[src/common/tcmo_defs.svh]
// Constants for the 16-bit timer compare-output stage.
// Assumes inclusion by the design file, checker and bench by bare name.
`ifndef TCMO_DEFS_SVH
`define TCMO_DEFS_SVH

// ==========================================================================
// Register offsets (word index on the plain register port)
`define TCMO_ADDR_CTRL      4'h0
`define TCMO_ADDR_COUNT     4'h1
`define TCMO_ADDR_CMP_A     4'h2
`define TCMO_ADDR_CMP_B     4'h3
`define TCMO_ADDR_STATUS    4'h4
`define TCMO_ADDR_FORCE     4'h5

// ==========================================================================
// Control field positions
`define TCMO_CTRL_RUN       0
`define TCMO_CTRL_WGM_LO    1
`define TCMO_CTRL_WGM_HI    4
`define TCMO_CTRL_COMA_LO   5
`define TCMO_CTRL_COMA_HI   6
`define TCMO_CTRL_COMB_LO   7
`define TCMO_CTRL_COMB_HI   8

// Status field positions; a one written clears a flag
`define TCMO_STAT_OVF       0
`define TCMO_STAT_CMPA      1
`define TCMO_STAT_CMPB      2
`define TCMO_STAT_WAVEA     3
`define TCMO_STAT_WAVEB     4

// ==========================================================================
// Reset values and counts
`define TCMO_COUNT_MAX      16'hFFFF
`define TCMO_COUNT_ZERO     16'h0000
`define TCMO_WGM_NORMAL     4'h0
`define TCMO_WGM_CTC_A      4'h4
`define TCMO_WGM_CTC_I      4'hC
`define TCMO_COM_OFF        2'h0
`define TCMO_COM_TOGGLE     2'h1
`define TCMO_COM_CLEAR      2'h2
`define TCMO_COM_SET        2'h3

`endif

[src/common/tcmo_pkg.sv]
// Types for the 16-bit timer compare-output stage.
// Assumes no constants from the header; it includes nothing.
package tcmo_pkg;

    // ======================================================================
    // Per-channel pin view handed to the port logic
    typedef struct packed {
        logic wave_out_bit;
        logic override_en;
    } tcmo_pin_t;

    // Register port request
    typedef struct packed {
        logic        wr;
        logic        rd;
        logic [3:0]  addr;
        logic [15:0] wdata;
    } tcmo_req_t;

endpackage

[src/rtl/tcmo_timer.sv]
// 16-bit timer counter with two compare channels and their output stage.
// Assumes a register master on sys_clk and port logic that owns pin direction.
//
// Behaviour
// - Channel mode bits choose waveform bit action at the next match.
// - Reset clears each waveform bit to zero, separate from the pin.
// - Nonzero mode bits make waveform bit replace port output value.
// - Port direction bit still decides whether the pin is driven.
// - Waveform bit may be preset before the pin driver is enabled.
// - Mode bits never touch input capture.
// - Mode zero leaves waveform bit unchanged at matches.
// - New mode bits act from the first match after the write.
// - Force strobe applies the configured action at once in non-PWM modes.
// - Counting depends on generation mode bits, not on channel mode bits.
// - Non-PWM mode bits set, clear or toggle the waveform bit.
// - PWM mode bits pick inverted or non-inverted polarity.
// - Mode zero always increments, never cleared by a match.
// - Normal mode wraps from maximum to zero and continues.
// - Overflow flag sets in the cycle the count becomes zero.
// - Counting only sets overflow flag; servicing clears it.
// - Count accepts software writes at any time.
// - Normal mode still detects matches and raises flags.
// - Forced compare updates output only, no flag, no counter change.
// - Any count write blocks a match in the next cycle.
//
// Our own choices: the placing of the registers and strobed register access.
`timescale 1ns/1ps
`include "tcmo_defs.svh"

module tcmo_timer #(
    parameter int CHANNELS = 2
) (
    // Clock and reset
    input  wire logic                sys_clk,
    input  wire logic                rst_n,
    // Register port
    input  wire tcmo_pkg::tcmo_req_t reg_req,
    output logic [15:0]              reg_rdata,
    // Port logic side
    input  wire logic [CHANNELS-1:0] port_out_val,
    input  wire logic [CHANNELS-1:0] wave_pin_dir,
    output logic [CHANNELS-1:0]      pin_out,
    output logic [CHANNELS-1:0]      pin_oe_n,
    // Service and status
    input  wire logic                ovf_serviced,
    output logic                     overflow_flag,
    output logic [CHANNELS-1:0]      cmp_match_flag
);
    import tcmo_pkg::*;

    // ======================================================================
    // Registers
    logic                run;
    logic [3:0]          wavegen_mode_sel;
    logic [1:0]          cmp_out_mode [CHANNELS];
    logic [15:0]         count_value;
    logic [15:0]         cmp_value_reg [CHANNELS];
    logic [CHANNELS-1:0] wave_out_bit;
    logic                match_block;

    // ======================================================================
    // Decode
    wire wr_ctrl   = reg_req.wr && (reg_req.addr == `TCMO_ADDR_CTRL);
    wire wr_count  = reg_req.wr && (reg_req.addr == `TCMO_ADDR_COUNT);
    wire wr_status = reg_req.wr && (reg_req.addr == `TCMO_ADDR_STATUS);
    wire wr_force  = reg_req.wr && (reg_req.addr == `TCMO_ADDR_FORCE);
    // PWM modes are all except normal and the two clear-on-match modes
    wire is_pwm    = (wavegen_mode_sel != `TCMO_WGM_NORMAL) &&
                     (wavegen_mode_sel != `TCMO_WGM_CTC_A) &&
                     (wavegen_mode_sel != `TCMO_WGM_CTC_I);
    wire is_ctc    = (wavegen_mode_sel == `TCMO_WGM_CTC_A) ||
                     (wavegen_mode_sel == `TCMO_WGM_CTC_I);
    // Channel A compare defines the top in clear-on-match mode
    wire ctc_clear = is_ctc && run && (count_value == cmp_value_reg[0]) && !match_block;
    wire at_max    = (count_value == `TCMO_COUNT_MAX);

    // ======================================================================
    // Counter; mode bits of channels play no part here
    logic [15:0] next_count;
    assign next_count = wr_count  ? reg_req.wdata :
                        ctc_clear ? `TCMO_COUNT_ZERO :
                        run       ? 16'(count_value + 16'h0001) :
                                    count_value;
    wire ovf_event = run && !wr_count && !ctc_clear && at_max;

    always_ff @(posedge sys_clk or negedge rst_n) begin
        if (!rst_n) begin
            count_value <= `TCMO_COUNT_ZERO;
            match_block <= 1'b0;
        end else begin
            count_value <= next_count;
            match_block <= wr_count;
        end
    end

    // Overflow flag: set wins over clear
    always_ff @(posedge sys_clk or negedge rst_n) begin
        if (!rst_n) begin
            overflow_flag <= 1'b0;
        end else if (ovf_event) begin
            overflow_flag <= 1'b1;
        end else if (ovf_serviced || (wr_status && reg_req.wdata[`TCMO_STAT_OVF])) begin
            overflow_flag <= 1'b0;
        end
    end

    // ======================================================================
    // Control register
    always_ff @(posedge sys_clk or negedge rst_n) begin
        if (!rst_n) begin
            run              <= 1'b0;
            wavegen_mode_sel <= `TCMO_WGM_NORMAL;
        end else if (wr_ctrl) begin
            run              <= reg_req.wdata[`TCMO_CTRL_RUN];
            wavegen_mode_sel <= reg_req.wdata[`TCMO_CTRL_WGM_HI:`TCMO_CTRL_WGM_LO];
        end
    end

    // ======================================================================
    // Compare channels
    genvar ch;
    generate
        for (ch = 0; ch < CHANNELS; ch++) begin : g_ch
            localparam logic [3:0] CMP_ADDR = 4'(`TCMO_ADDR_CMP_A + ch);
            localparam int         COM_LO   = `TCMO_CTRL_COMA_LO + 2 * ch;
            // Matches only count while running; a count write masks one cycle
            wire match   = run && !match_block &&
                           (count_value == cmp_value_reg[ch]);
            wire forced  = wr_force && reg_req.wdata[ch] && !is_pwm;
            wire [1:0] m = cmp_out_mode[ch];
            logic next_wave;
            // Non-PWM actions; mode zero leaves the bit alone
            always_comb begin
                next_wave = wave_out_bit[ch];
                if (!is_pwm && (match || forced)) begin
                    case (m)
                        `TCMO_COM_TOGGLE: next_wave = ~wave_out_bit[ch];
                        `TCMO_COM_CLEAR:  next_wave = 1'b0;
                        `TCMO_COM_SET:    next_wave = 1'b1;
                        default:          next_wave = wave_out_bit[ch];
                    endcase
                end else if (is_pwm && m[1]) begin
                    // Mode 2 non-inverted, 3 inverted: match drives, wrap restores
                    if (match) begin
                        next_wave = m[0];
                    end else if (ovf_event) begin
                        next_wave = ~m[0];
                    end
                end
            end
            always_ff @(posedge sys_clk or negedge rst_n) begin
                if (!rst_n) begin
                    wave_out_bit[ch]   <= 1'b0;
                    cmp_out_mode[ch]   <= `TCMO_COM_OFF;
                    cmp_value_reg[ch]  <= `TCMO_COUNT_ZERO;
                    cmp_match_flag[ch] <= 1'b0;
                    pin_out[ch]        <= 1'b0;
                    pin_oe_n[ch]       <= 1'b1;
                end else begin
                    // Preset via forced compare while pin still input
                    wave_out_bit[ch] <= next_wave;
                    // Mode stored now, consulted at later matches and by the pin override select
                    if (wr_ctrl) begin
                        cmp_out_mode[ch] <= reg_req.wdata[COM_LO+1:COM_LO];
                    end
                    if (reg_req.wr && reg_req.addr == CMP_ADDR) begin
                        cmp_value_reg[ch] <= reg_req.wdata;
                    end
                    if (match) begin
                        cmp_match_flag[ch] <= 1'b1;
                    end else if (wr_status && reg_req.wdata[`TCMO_STAT_CMPA + ch]) begin
                        cmp_match_flag[ch] <= 1'b0;
                    end
                    // Override of the port value; direction stays with port
                    pin_out[ch]  <= (m != `TCMO_COM_OFF) ? next_wave
                                                         : port_out_val[ch];
                    pin_oe_n[ch] <= ~wave_pin_dir[ch];
                end
            end
        end
    endgenerate

    // ======================================================================
    // Read-back
    logic [15:0] rd_mux;
    always_comb begin
        rd_mux = 16'h0000;
        case (reg_req.addr)
            `TCMO_ADDR_CTRL: begin
                rd_mux[`TCMO_CTRL_RUN]                         = run;
                rd_mux[`TCMO_CTRL_WGM_HI:`TCMO_CTRL_WGM_LO]    = wavegen_mode_sel;
                rd_mux[`TCMO_CTRL_COMA_HI:`TCMO_CTRL_COMA_LO]  = cmp_out_mode[0];
                rd_mux[`TCMO_CTRL_COMB_HI:`TCMO_CTRL_COMB_LO]  = cmp_out_mode[1];
            end
            `TCMO_ADDR_COUNT:  rd_mux = count_value;
            `TCMO_ADDR_CMP_A:  rd_mux = cmp_value_reg[0];
            `TCMO_ADDR_CMP_B:  rd_mux = cmp_value_reg[1];
            `TCMO_ADDR_STATUS: begin
                rd_mux[`TCMO_STAT_OVF]   = overflow_flag;
                rd_mux[`TCMO_STAT_CMPA]  = cmp_match_flag[0];
                rd_mux[`TCMO_STAT_CMPB]  = cmp_match_flag[1];
                rd_mux[`TCMO_STAT_WAVEA] = wave_out_bit[0];
                rd_mux[`TCMO_STAT_WAVEB] = wave_out_bit[1];
            end
            default: rd_mux = 16'h0000;
        endcase
    end

    always_ff @(posedge sys_clk or negedge rst_n) begin
        if (!rst_n) begin
            reg_rdata <= 16'h0000;
        end else begin
            reg_rdata <= reg_req.rd ? rd_mux : 16'h0000;
        end
    end

endmodule // tcmo_timer

[config.mk]
export PLATFORM = sky130hd
export DESIGN_NAME = tcmo_timer
export DESIGN_NICKNAME = d
export VERILOG_FILES = /design/src/common/tcmo_pkg.sv /design/src/rtl/tcmo_timer.sv
export VERILOG_INCLUDE_DIRS = /design/src /design/src/common
export SDC_FILE = /design/constraint.sdc
export NUM_CORES = 1
export LEC_CHECK = 0
export BUFFER_PORTS_ARGS = -buffer_cell sky130_fd_sc_hd__buf_2
export CORE_MARGIN = 5
export CORE_UTILIZATION = 53
export DETAILED_ROUTE_END_ITERATION = 8
export GPL_TIMING_DRIVEN = 0
export PLACE_DENSITY = 0.83
export SETUP_SLACK_MARGIN = 0.3
export SYNTH_ARGS = -nofsm -noshare
export SYNTH_HDL_FRONTEND = slang
export SYNTH_SLANG_ARGS = --single-unit
[constraint.sdc]
create_clock -name sys_clk -period 1.95 [get_ports sys_clk]
set_clock_uncertainty 0.1 [all_clocks]
set_input_delay 0.2925 -clock sys_clk [delete_from_list [all_inputs] [get_ports sys_clk]]
set_output_delay 0.2925 -clock sys_clk [all_outputs]
set_load 0.005 [all_outputs]
### Word-level counts from Yosys, hierarchy flattened

Index checks and enable logic that the tools add are counted.

| word-level totals | value |
|---|---|
| register bits | 83 |
| bits of input ports | 29 |
| output and inout bits | 23 |
| word-level logic and storage cells | 112 |

| cells by class | value |
|---|---|
| add/subtract/negate cells | 1 |
| equality and inequality tests | 18 |
| muxes and demuxes | 25 |
| bitwise gates (word level) | 6 |
| reductions and logical operators | 44 |

Operators by type and width:

| kind | number |
|---|---|
| $mux W16 | 4 |
| $eq A16 B16 Y1 | 2 |
| $logic_and A1 B1 Y1 | 28 |
| $pmux W5 S5 | 1 |
| $pmux W7 S3 | 1 |
| $add A16 B1 Y16 const B | 1 |
| $eq A16 B16 Y1 const B | 1 |
| $mux W1 | 16 |
| $pmux W4 S4 | 1 |
| $eq A4 B3 Y1 const B | 3 |
| $reduce_bool A2 Y1 | 5 |
| $eq A2 B2 Y1 const B | 4 |
| $eq A4 B2 Y1 const B | 2 |
| $not A1 Y1 | 6 |
| $pmux W1 S3 | 2 |
| $eq A2 B1 Y1 const B | 2 |
| $eq A4 B1 Y1 const B | 1 |
| $eq A4 B4 Y1 const B | 1 |
| $logic_not A1 Y1 | 4 |
| $logic_not A4 Y1 | 1 |
| $logic_or A1 B1 Y1 | 4 |
| $ne A4 B3 Y1 const B | 1 |
| $ne A4 B4 Y1 const B | 1 |
| $reduce_bool A4 Y1 | 1 |
| $reduce_bool A3 Y1 | 1 |

### Longest topological paths before layout

Gate-level depths: netlist of run 1.

| logic depth | value |
|---|---|
| depth after elaboration | 13 |
| mapped depth | 10 |
| depth with buffers taken out | 8 |

### Least setup slack after synthesis of run 1

No wires, ideal clock.

| timing | value |
|---|---|
| kind | register to register |
| from | register count_value[1] |
| to | register pin_out[0] |
| library setup time | 0.130 ns |
| data arrival time | 1.888 ns |
| data required time | 1.720 ns |
| slack | -0.167 ns |
| cell stages (with the launch flop) | 9 |
| buffers on the path | 0 |
| clock period less this slack | 2.117 ns |
| cell sequence | dfrtp_1 > ha_1 > nand2_1 > nor4_4 > nand4_1 > a2111oi_0 > a31oi_1 > a41oi_1 > o31ai_1 |

| on the way | value |
|---|---|
| cells in the longest elaborated chain, start to end | 11 |
| elaborated cells between the ends (all ways) | 15 |
| classes of those cells | eq/ne (2); mux (5); reduce/logical (8) |

Ends and longest elaborated chain:

| what | RTL line | RTL |
|---|---|---|
| start: declaration | tcmo_timer.sv:56 | `logic [15:0] count_value;` |
| start signal: assignment | tcmo_timer.sv:88 | `` count_value <= `TCMO_COUNT_ZERO; `` |
| start signal: assignment | tcmo_timer.sv:91 | `count_value <= next_count;` |
| $eq A16 B16 Y1 | tcmo_timer.sv:74, tcmo_timer.sv:128 |  |
| $logic_and A1 B1 Y1 (2 in a row) | tcmo_timer.sv:74 | `wire ctc_clear = is_ctc && run && (count_value == cmp_value_reg[0]) && !match_block;` |
| $logic_not A1 Y1 | tcmo_timer.sv:84 | `wire ovf_event = run && !wr_count && !ctc_clear && at_max;` |
| $logic_and A1 B1 Y1 (2 in a row) | tcmo_timer.sv:84 |  |
| $mux W1 | tcmo_timer.sv:146 | `end else if (ovf_event) begin` |
| $mux W1 | tcmo_timer.sv:144 | `if (match) begin` |
| $mux W1 | tcmo_timer.sv:142 | `end else if (is_pwm && m[1]) begin` |
| $mux W1 (*) | tcmo_timer.sv:135 | `if (!is_pwm && (match \|\| forced)) begin` |
| $mux W1 (*) | tcmo_timer.sv:175 | `` pin_out[ch] <= (m != `TCMO_COM_OFF) ? next_wave `` |
| end signal: indexed assignment | tcmo_timer.sv:175 |  |
| end: declaration | tcmo_timer.sv:42 | `output logic [CHANNELS-1:0] pin_out,` |

Every way passes the cells marked *; elsewhere a longest branch is shown, timed or not.
A chain may end at the register's enable or synchronous reset.

### Worst setup path after layout of run 1

| timing | value |
|---|---|
| from | register count_value[4] |
| to | register pin_out[1] |

| on the way | value |
|---|---|
| cells in the longest elaborated chain, start to end | 11 |
| elaborated cells between the ends (all ways) | 16 |
| classes of those cells | eq/ne (3); mux (5); reduce/logical (8) |

Ends and longest elaborated chain:

| what | RTL line | RTL |
|---|---|---|
| $eq A16 B16 Y1 | tcmo_timer.sv:74 |  |
| $logic_and A1 B1 Y1 (2 in a row) | tcmo_timer.sv:74 |  |
| $logic_not A1 Y1 | tcmo_timer.sv:84 |  |
| $logic_and A1 B1 Y1 (2 in a row) | tcmo_timer.sv:84 |  |
| $mux W1 | tcmo_timer.sv:146 |  |
| $mux W1 | tcmo_timer.sv:144 |  |
| $mux W1 | tcmo_timer.sv:142 |  |
| $mux W1 (*) | tcmo_timer.sv:135 |  |
| net g_ch[1].next_wave | tcmo_timer.sv:131 | `logic next_wave;` |
| $mux W1 (*) | tcmo_timer.sv:175 |  |

Mark *: on every way through the listed nets, which the timed path passes. The rest lies on a longest branch.

==> impl_metrics.py, run 1 <==
metrics = {
    "place": {
        "io_buffers": 49,
        "hpwl_mm": 9.10,
        "placed_cell_area_um2": 5180,
        "finalWeightedCongestion": 0.968,
    },
    "layout": {
        "largest_reg_flops": 32,
        "layout-drive-gt1-share": 0.463,
        "nets": 578,
        "syn_to_final_growth_pct": 32.2,
        "design_area_um2": 6150,
        "diodes": 0,
        "fill_cells": 551,
    },
    "global_routing": {
        "grt_pass1_wl_mm": 21.7,
        "grt.total_usage": 0.251,
        "grt_overflow": 0,
        "grt_start_max_net_pins": 49,
        "grt_pass1_vias": 4102,
        "antenna_found_initial": 0,
    },
    "clock_tree": {
        "insertion_delay_ps": 370,
        "cts_max_path_buffers": 2,
        "cts_made_buffers": 9,
        "htree_levels": 3,
        "clock_sinks": 83,
        "clk_pin_slew_ps": 90,
        "cts_root_buffer": "clkbuf_8",
        "cts_tree": "built",
    },
    "worst_setup_path": {
        "cpPeakStageDelay_ps": 420,
        "r2r_slack_ps": -440,
        "r2r-start": "count_value[4]",
        "slowest_stage": "nor4_4",
        "cp_max_fo": 6,
        "worstPathCellList": "buf_6 > nand2_8 > nor4_4 > nand4_1 > a31oi_2 > mux2i_1 > a21oi_2 > mux2_4",
        "cp-startpoint": "count_value[4]",
        "worstSetupEndpointType": "flop",
        "cp.arrival_ps": 2550,
        "cp_top_family": "simple AND/OR/NAND/NOR gates",
        "worst-path-buf-inv": 1,
        "cp.required_ps": 2110,
        "startpoint_type": "flop",
        "critical_path_class": "flop to flop",
    },
    "sta": {
        "fin_ws_ps": -443,
        "hold_violations": 0,
        "setup_viol_count_final": 21,
        "relSlewSlack": 0.512,
        "fin_hold_ws_ps": 58.5,
        "rsz0062_at_grt": "yes",
        "fin_crit_sh": 1.23,
        "report.final.slew_viol_count": 0,
        "worst_pin_slew_ps": 732,
        "finalCriticalPeriod_ps": 2390,
        "max_freq_ghz": 0.418,
    },
    "floorplan": {
        "start_util": 0.539,
        "top_level_ports": 52,
        "die_w_um": 104,
        "row_count": 34,
        "core-area_um2": 8640,
        "die_h_um": 104,
        "die_area_um2": 10700,
    },
    "status": {
        "status": "finished with violations",
        "violations": "negative setup slack",
    },
    "synth": {
        "synth_cell_types": 59,
        "ys.flop_type": "dfrtp_1",
        "synthCells": 447,
        "syn-num-nets": 477,
        "ys_ff_latch": 83,
        "synth_area_per_cell_um2": 10.4,
        "netlist_area_um2": 4650,
        "synth_async_sr_flop_share": 1.00,
        "ys_warn_count": 0,
        "seq_area_frac_synth": 0.447,
        "synth_edf_count": 0,
    },
    "route": {
        "route.vias.total": 4213,
        "vias_per_cell": 6.37,
        "drt-total-wl_mm": 14.4,
        "route.detailed.drc": 0,
        "wl_per_cell_um": 21.8,
        "drtPass1Iterations": 6,
        "ant_nets": 0,
        "drt_iter0_markers": 488,
    },
    "power_and_ir_drop": {
        "p_per_area_nw_per_um2": 1120,
        "p_leak_nw": 2.70,
        "vdd_drop_max_v": 0.000465,
    },
    "min_path": {
        "hp-start": "port_out_val[1]",
        "hp-class": "input pin to flop",
    },
    "run": {
        "cap_viol_max_count": 0,
    },
}
[Yosys cell counts, types with 3 or more instances]
cell	number	area share
xnor2_1	22	0.041
a31oi_1	4	0.0054
dfrtp_1	81	0.44
nand4_1	11	0.015
nor3b_1	5	0.0081
xor2_1	16	0.030
clkbuf_1	15	0.012
and2_1	5	0.0067
nor3_1	5	0.0054
nor2_1	28	0.023
mux2_2	50	0.12
clkbuf_2	3	0.0032
nand3_1	21	0.023
a211oi_1	5	0.0081
buf_6	6	0.015
mux2i_1	12	0.026
o21ai_0	25	0.027
buf_4	4	0.0065
a22oi_1	13	0.021
nand2_1	34	0.027
buf_2	7	0.0075
and3_1	6	0.0081
inv_1	6	0.0048
o31ai_1	7	0.011
a222oi_1	5	0.011
nor4_1	3	0.0040
nor2b_1	7	0.0094
a21oi_1	5	0.0054
[metrics by stage]
step                setup TNS [ps]  cells  power [mW]   util  setup WS, ps
floorplan                     -395    447        4.10      -          -100
global placement            -20960    604        4.61  0.596          -531
detailed placement          -15040    605        4.71  0.600          -602
CTS                          -5280    645        6.31  0.672          -343
global route                 -7740    661        7.18  0.712          -548
finish                       -5690    661        6.90  0.712          -443
[logic make-up after synthesis]
kind of cell	count (synthesis)	synth area share
adders and majority gates	1	0.00269
and+or+nand+nor	143	0.163
muxes	63	0.152
AOI/OAI and AO/OA	74	0.107
xor gates and xnor gates	39	0.0751
DFF	83	0.447
buffers and inverters	44	0.0535
[power breakdown]
group	switching [mW]	total (mW)	internal, mW
Combinational	1.57	3.14	1.56
Clock	0.640	1.26	0.621
Sequential	0.397	2.50	2.10
[final timing paths]
| check | endpoint | depth (start not counted) |
|---|---|---|
| worst max-delay path | pin_out[1] | 8 |
| worst min-delay path | pin_out[1] | 2 |
| worst max register to register | pin_out[1] | 8 |
| worst min register to register | cmp_match_flag[0] | 2 |
| max in group asynchronous | count_value[1] | 3 |
| min in group asynchronous | cmp_value_reg[9] | 2 |
[placed cells by master, fill, tap and decap left out, types with 6 or more instances in the layout]
master	n
a22oi_1	11
buf_2	50
buf_4	34
buf_6	20
clkbuf_1	10
clkbuf_2	7
clkbuf_8	12
dfrtp_1	80
inv_1	6
mux2_2	48
mux2i_1	11
nand2_1	26
nand3_1	18
nand4_1	11
nor2_1	23
nor2b_1	7
o21ai_0	12
o21ai_1	9
o31ai_1	7
xnor2_1	7
xnor2_2	10
xor2_1	12
[worst register-to-register path, delay by kind of cell (launching register included)]
kind | cells | cell delay [ps]
AOI/OAI and AO/OA | 2 | 340
muxes | 2 | 540
and+or+nand+nor | 3 | 800
DFF | 1 | 350
buffers and inverters | 1 | 170
[layout make-up]
cell class	instances	area [um^2]	share of cell area
multi-input combinational	320	2810	0.458
inverter	6	22.5	0.00366
tap	108	135	0.0220
sequential	83	2080	0.338
clock inverter	5	52.6	0.00855
clock buffer	11	141	0.0230
buffer	38	298	0.0484
timing repair buffer	90	606	0.0985
[per-layer routing]
layer | vias to the layer above | global-route usage | part of all wire
li1 | 1809 | - | -
met5 | - | 0 | 0
met1 | 2058 | 0.341 | 0.39
met3 | 66 | 0.0498 | 0.091
met4 | 0 | 0.121 | 0.049
met2 | 280 | 0.384 | 0.47
[what timing repair did]
item / CTS / global route
endpoints found under the setup margin: 48 / 36
endpoints found under the hold margin: 35 / 0
resized for setup: 55 / 48
hold buffers: 3 / 0
pin swaps: 23 / 28
setup buffers: 20 / 16
gates cloned: 1 / 0
No activity file was read; power rests on OpenSTA's default activity.
==> run 2: changes to the inputs <==
GPL_TIMING_DRIVEN = unset   (was 0)
PLACE_DENSITY = 0.76   (was 0.83)
==> run 2 against run 1 <==
Combinational power is essentially flat. Sequential cell count is the same. Largest cell class unchanged. Via count grew 0.31%. Core utilization grew 1.2 points. Global-route usage shrank 0.21 points. Wire length is essentially flat. Fmax grew 2.5%. Clock power shrank 9%. The flow still finishes with violations (negative setup slack). Critical endpoint is now wave_out_bit[0]. Worst setup slack gained 58 ps.
==> impl_metrics.py, run 2 (synthesis results as in run 1) <==
metrics = {
    "status": {
        "status": "finished with violations",
        "violations": "negative setup slack",
    },
    "sta": {
        "max_freq_ghz": 0.428,
        "worst_pin_slew_ps": 593,
        "report.final.slew_viol_count": 0,
        "finalCriticalPeriod_ps": 2340,
        "setup_viol_count_final": 20,
        "rsz0062_at_grt": "yes",
        "fin_crit_sh": 1.20,
        "fin_ws_ps": -385,
        "hold_violations": 0,
        "relSlewSlack": 0.605,
    },
    "clock_tree": {
        "cts_root_buffer": "clkbuf_8",
        "clk_pin_slew_ps": 100,
        "cts_tree": "built",
        "insertion_delay_ps": 360,
        "clock_sinks": 83,
        "cts_made_buffers": 9,
        "cts_max_path_buffers": 2,
        "htree_levels": 3,
    },
    "worst_setup_path": {
        "rr_endpoint": "wave_out_bit[0]",
        "cp.required_ps": 2120,
        "crit_top_cell": "buf_6",
        "cpPeakStageDelay_ps": 420,
        "r2r_slack_ps": -390,
        "r2r-start": "count_value[0]",
        "cp.arrival_ps": 2510,
        "rr_worst_depth": 10,
        "worstSetupEndpointType": "flop",
        "worstPathCellList": "buf_6 > xnor2_4 > nand4_1 > nor4_4 > buf_4 > buf_6 > a2111oi_2 > a31oi_1 > nand2_1 > a221oi_2",
        "cp_max_fo": 4,
        "cp-startpoint": "count_value[0]",
        "startpoint_type": "flop",
        "critical_path_class": "flop to flop",
        "slowest_stage": "dfrtp_1",
    },
    "layout": {
        "layout-drive-gt1-share": 0.507,
        "largest_reg_flops": 32,
        "final_util": 0.724,
        "diodes": 0,
        "layout_common_cells": "buf_4, dfrtp_1, mux2_2, buf_2, nand2_1",
        "fill_cells": 579,
        "final_cells": 692,
        "nets": 609,
        "layout_commonest_cell": "buf_4",
        "syn_to_final_growth_pct": 34.4,
    },
    "route": {
        "drt_iter0_markers": 398,
        "route.detailed.drc": 0,
        "vias_per_cell": 6.11,
        "route.vias.total": 4226,
        "ant_nets": 0,
        "drtPass1Iterations": 5,
        "drt-total-wl_mm": 14.4,
        "wl_per_cell_um": 20.8,
    },
    "global_routing": {
        "antenna_found_initial": 0,
        "grt_overflow": 0,
        "grt_pass1_vias": 4080,
        "met2_usage": 0.407,
        "met3_usage": 0.0553,
        "grt.total_usage": 0.249,
        "grt_pass1_wl_mm": 21.5,
        "grt_start_max_net_pins": 41,
        "top_usage_layer": "met2",
        "met1_usage": 0.335,
    },
    "power_and_ir_drop": {
        "vdd_drop_max_v": 0.000525,
        "p_leak_nw": 2.83,
        "p_per_area_nw_per_um2": 1100,
    },
    "min_path": {
        "worstHoldEndpoint": "pin_out[1]",
        "hp-start": "port_out_val[1]",
        "whs_path_depth": 2,
        "hp-class": "input pin to flop",
    },
    "run": {
        "cap_viol_max_count": 0,
    },
    "place": {
        "hpwl_mm": 9.93,
        "finalWeightedCongestion": 0.985,
        "dp_cells": 657,
        "io_buffers": 51,
    },
    "floorplan": {
        "top_level_ports": 52,
        "die_area_um2": 10700,
        "core-area_um2": 8640,
        "row_count": 34,
        "die_w_um": 104,
        "start_util": 0.539,
        "die_h_um": 104,
    },
}
## run 2: worst max path at each step
stage,endpoint,slack (ps),depth (start not counted)
finish,wave_out_bit[0],-390,10
global route,wave_out_bit[0],-480,10
CTS,count_value[10],-280,8
detailed placement,pin_out[1],-330,7
global placement,count_value[7],-310,9
floorplan,count_value[15],-100,9
## run 2: cell type report
| class | instances | area [um^2] | area share |
|---|---|---|---|
| well taps | 108 | 135 | 0.0216 |
| clock inverters | 4 | 26.3 | 0.00420 |
| repair buffers | 159 | 1160 | 0.185 |
| inverters | 6 | 22.5 | 0.00360 |
| multi-input cells | 320 | 2680 | 0.428 |
| flip-flops and latches | 83 | 2090 | 0.334 |
| clock buffers | 12 | 145 | 0.0232 |
## run 2: timing repair
item                                   CTS  global route
hold buffers                             3             0
gates resized for setup                 26            57
gates cloned                             0             0
setup endpoints to repair               23            30
setup buffers                            8             8
pin swaps                               16            31
endpoints found under the hold margin   25             0
## run 2: where the power goes
group | switching (mW) | total (mW) | internal, mW
registers | 0.476 | 2.59 | 2.11
logic | 1.44 | 3.16 | 1.72
clock network | 0.649 | 1.15 | 0.498
## run 2: worst max-delay path, delay by kind of cell (launching register included)
family / cells / cell delay [ps]
AND/OR/NAND/NOR: 3 / 660
flip-flops: 1 / 420
AO/OA/AOI/OAI: 3 / 480
buffers and inverters: 3 / 440
XOR/XNOR: 1 / 160
## run 2: metal layers
layer,wire [um],vias up,share of wire
li1,-,1877,-
met1,5770,2122,0.40
met2,7230,195,0.50
met3,1070,32,0.074
met4,326,0,0.023
met5,0,-,0
## run 2: per-stage QoR
step	area (um^2)	total power, mW	TNS [ps]	worst slack (ps)	hold slack [ps]
after floorplan	4770	4.10	-395	-100	-103
after detailed placement	5610	5.12	-4070	-334	130
after CTS	5970	6.45	-3120	-277	63.0
after global placement	5610	5.05	-3670	-307	122
after global routing	6250	7.21	-6490	-478	59.5
final	6250	6.90	-5210	-385	67.2
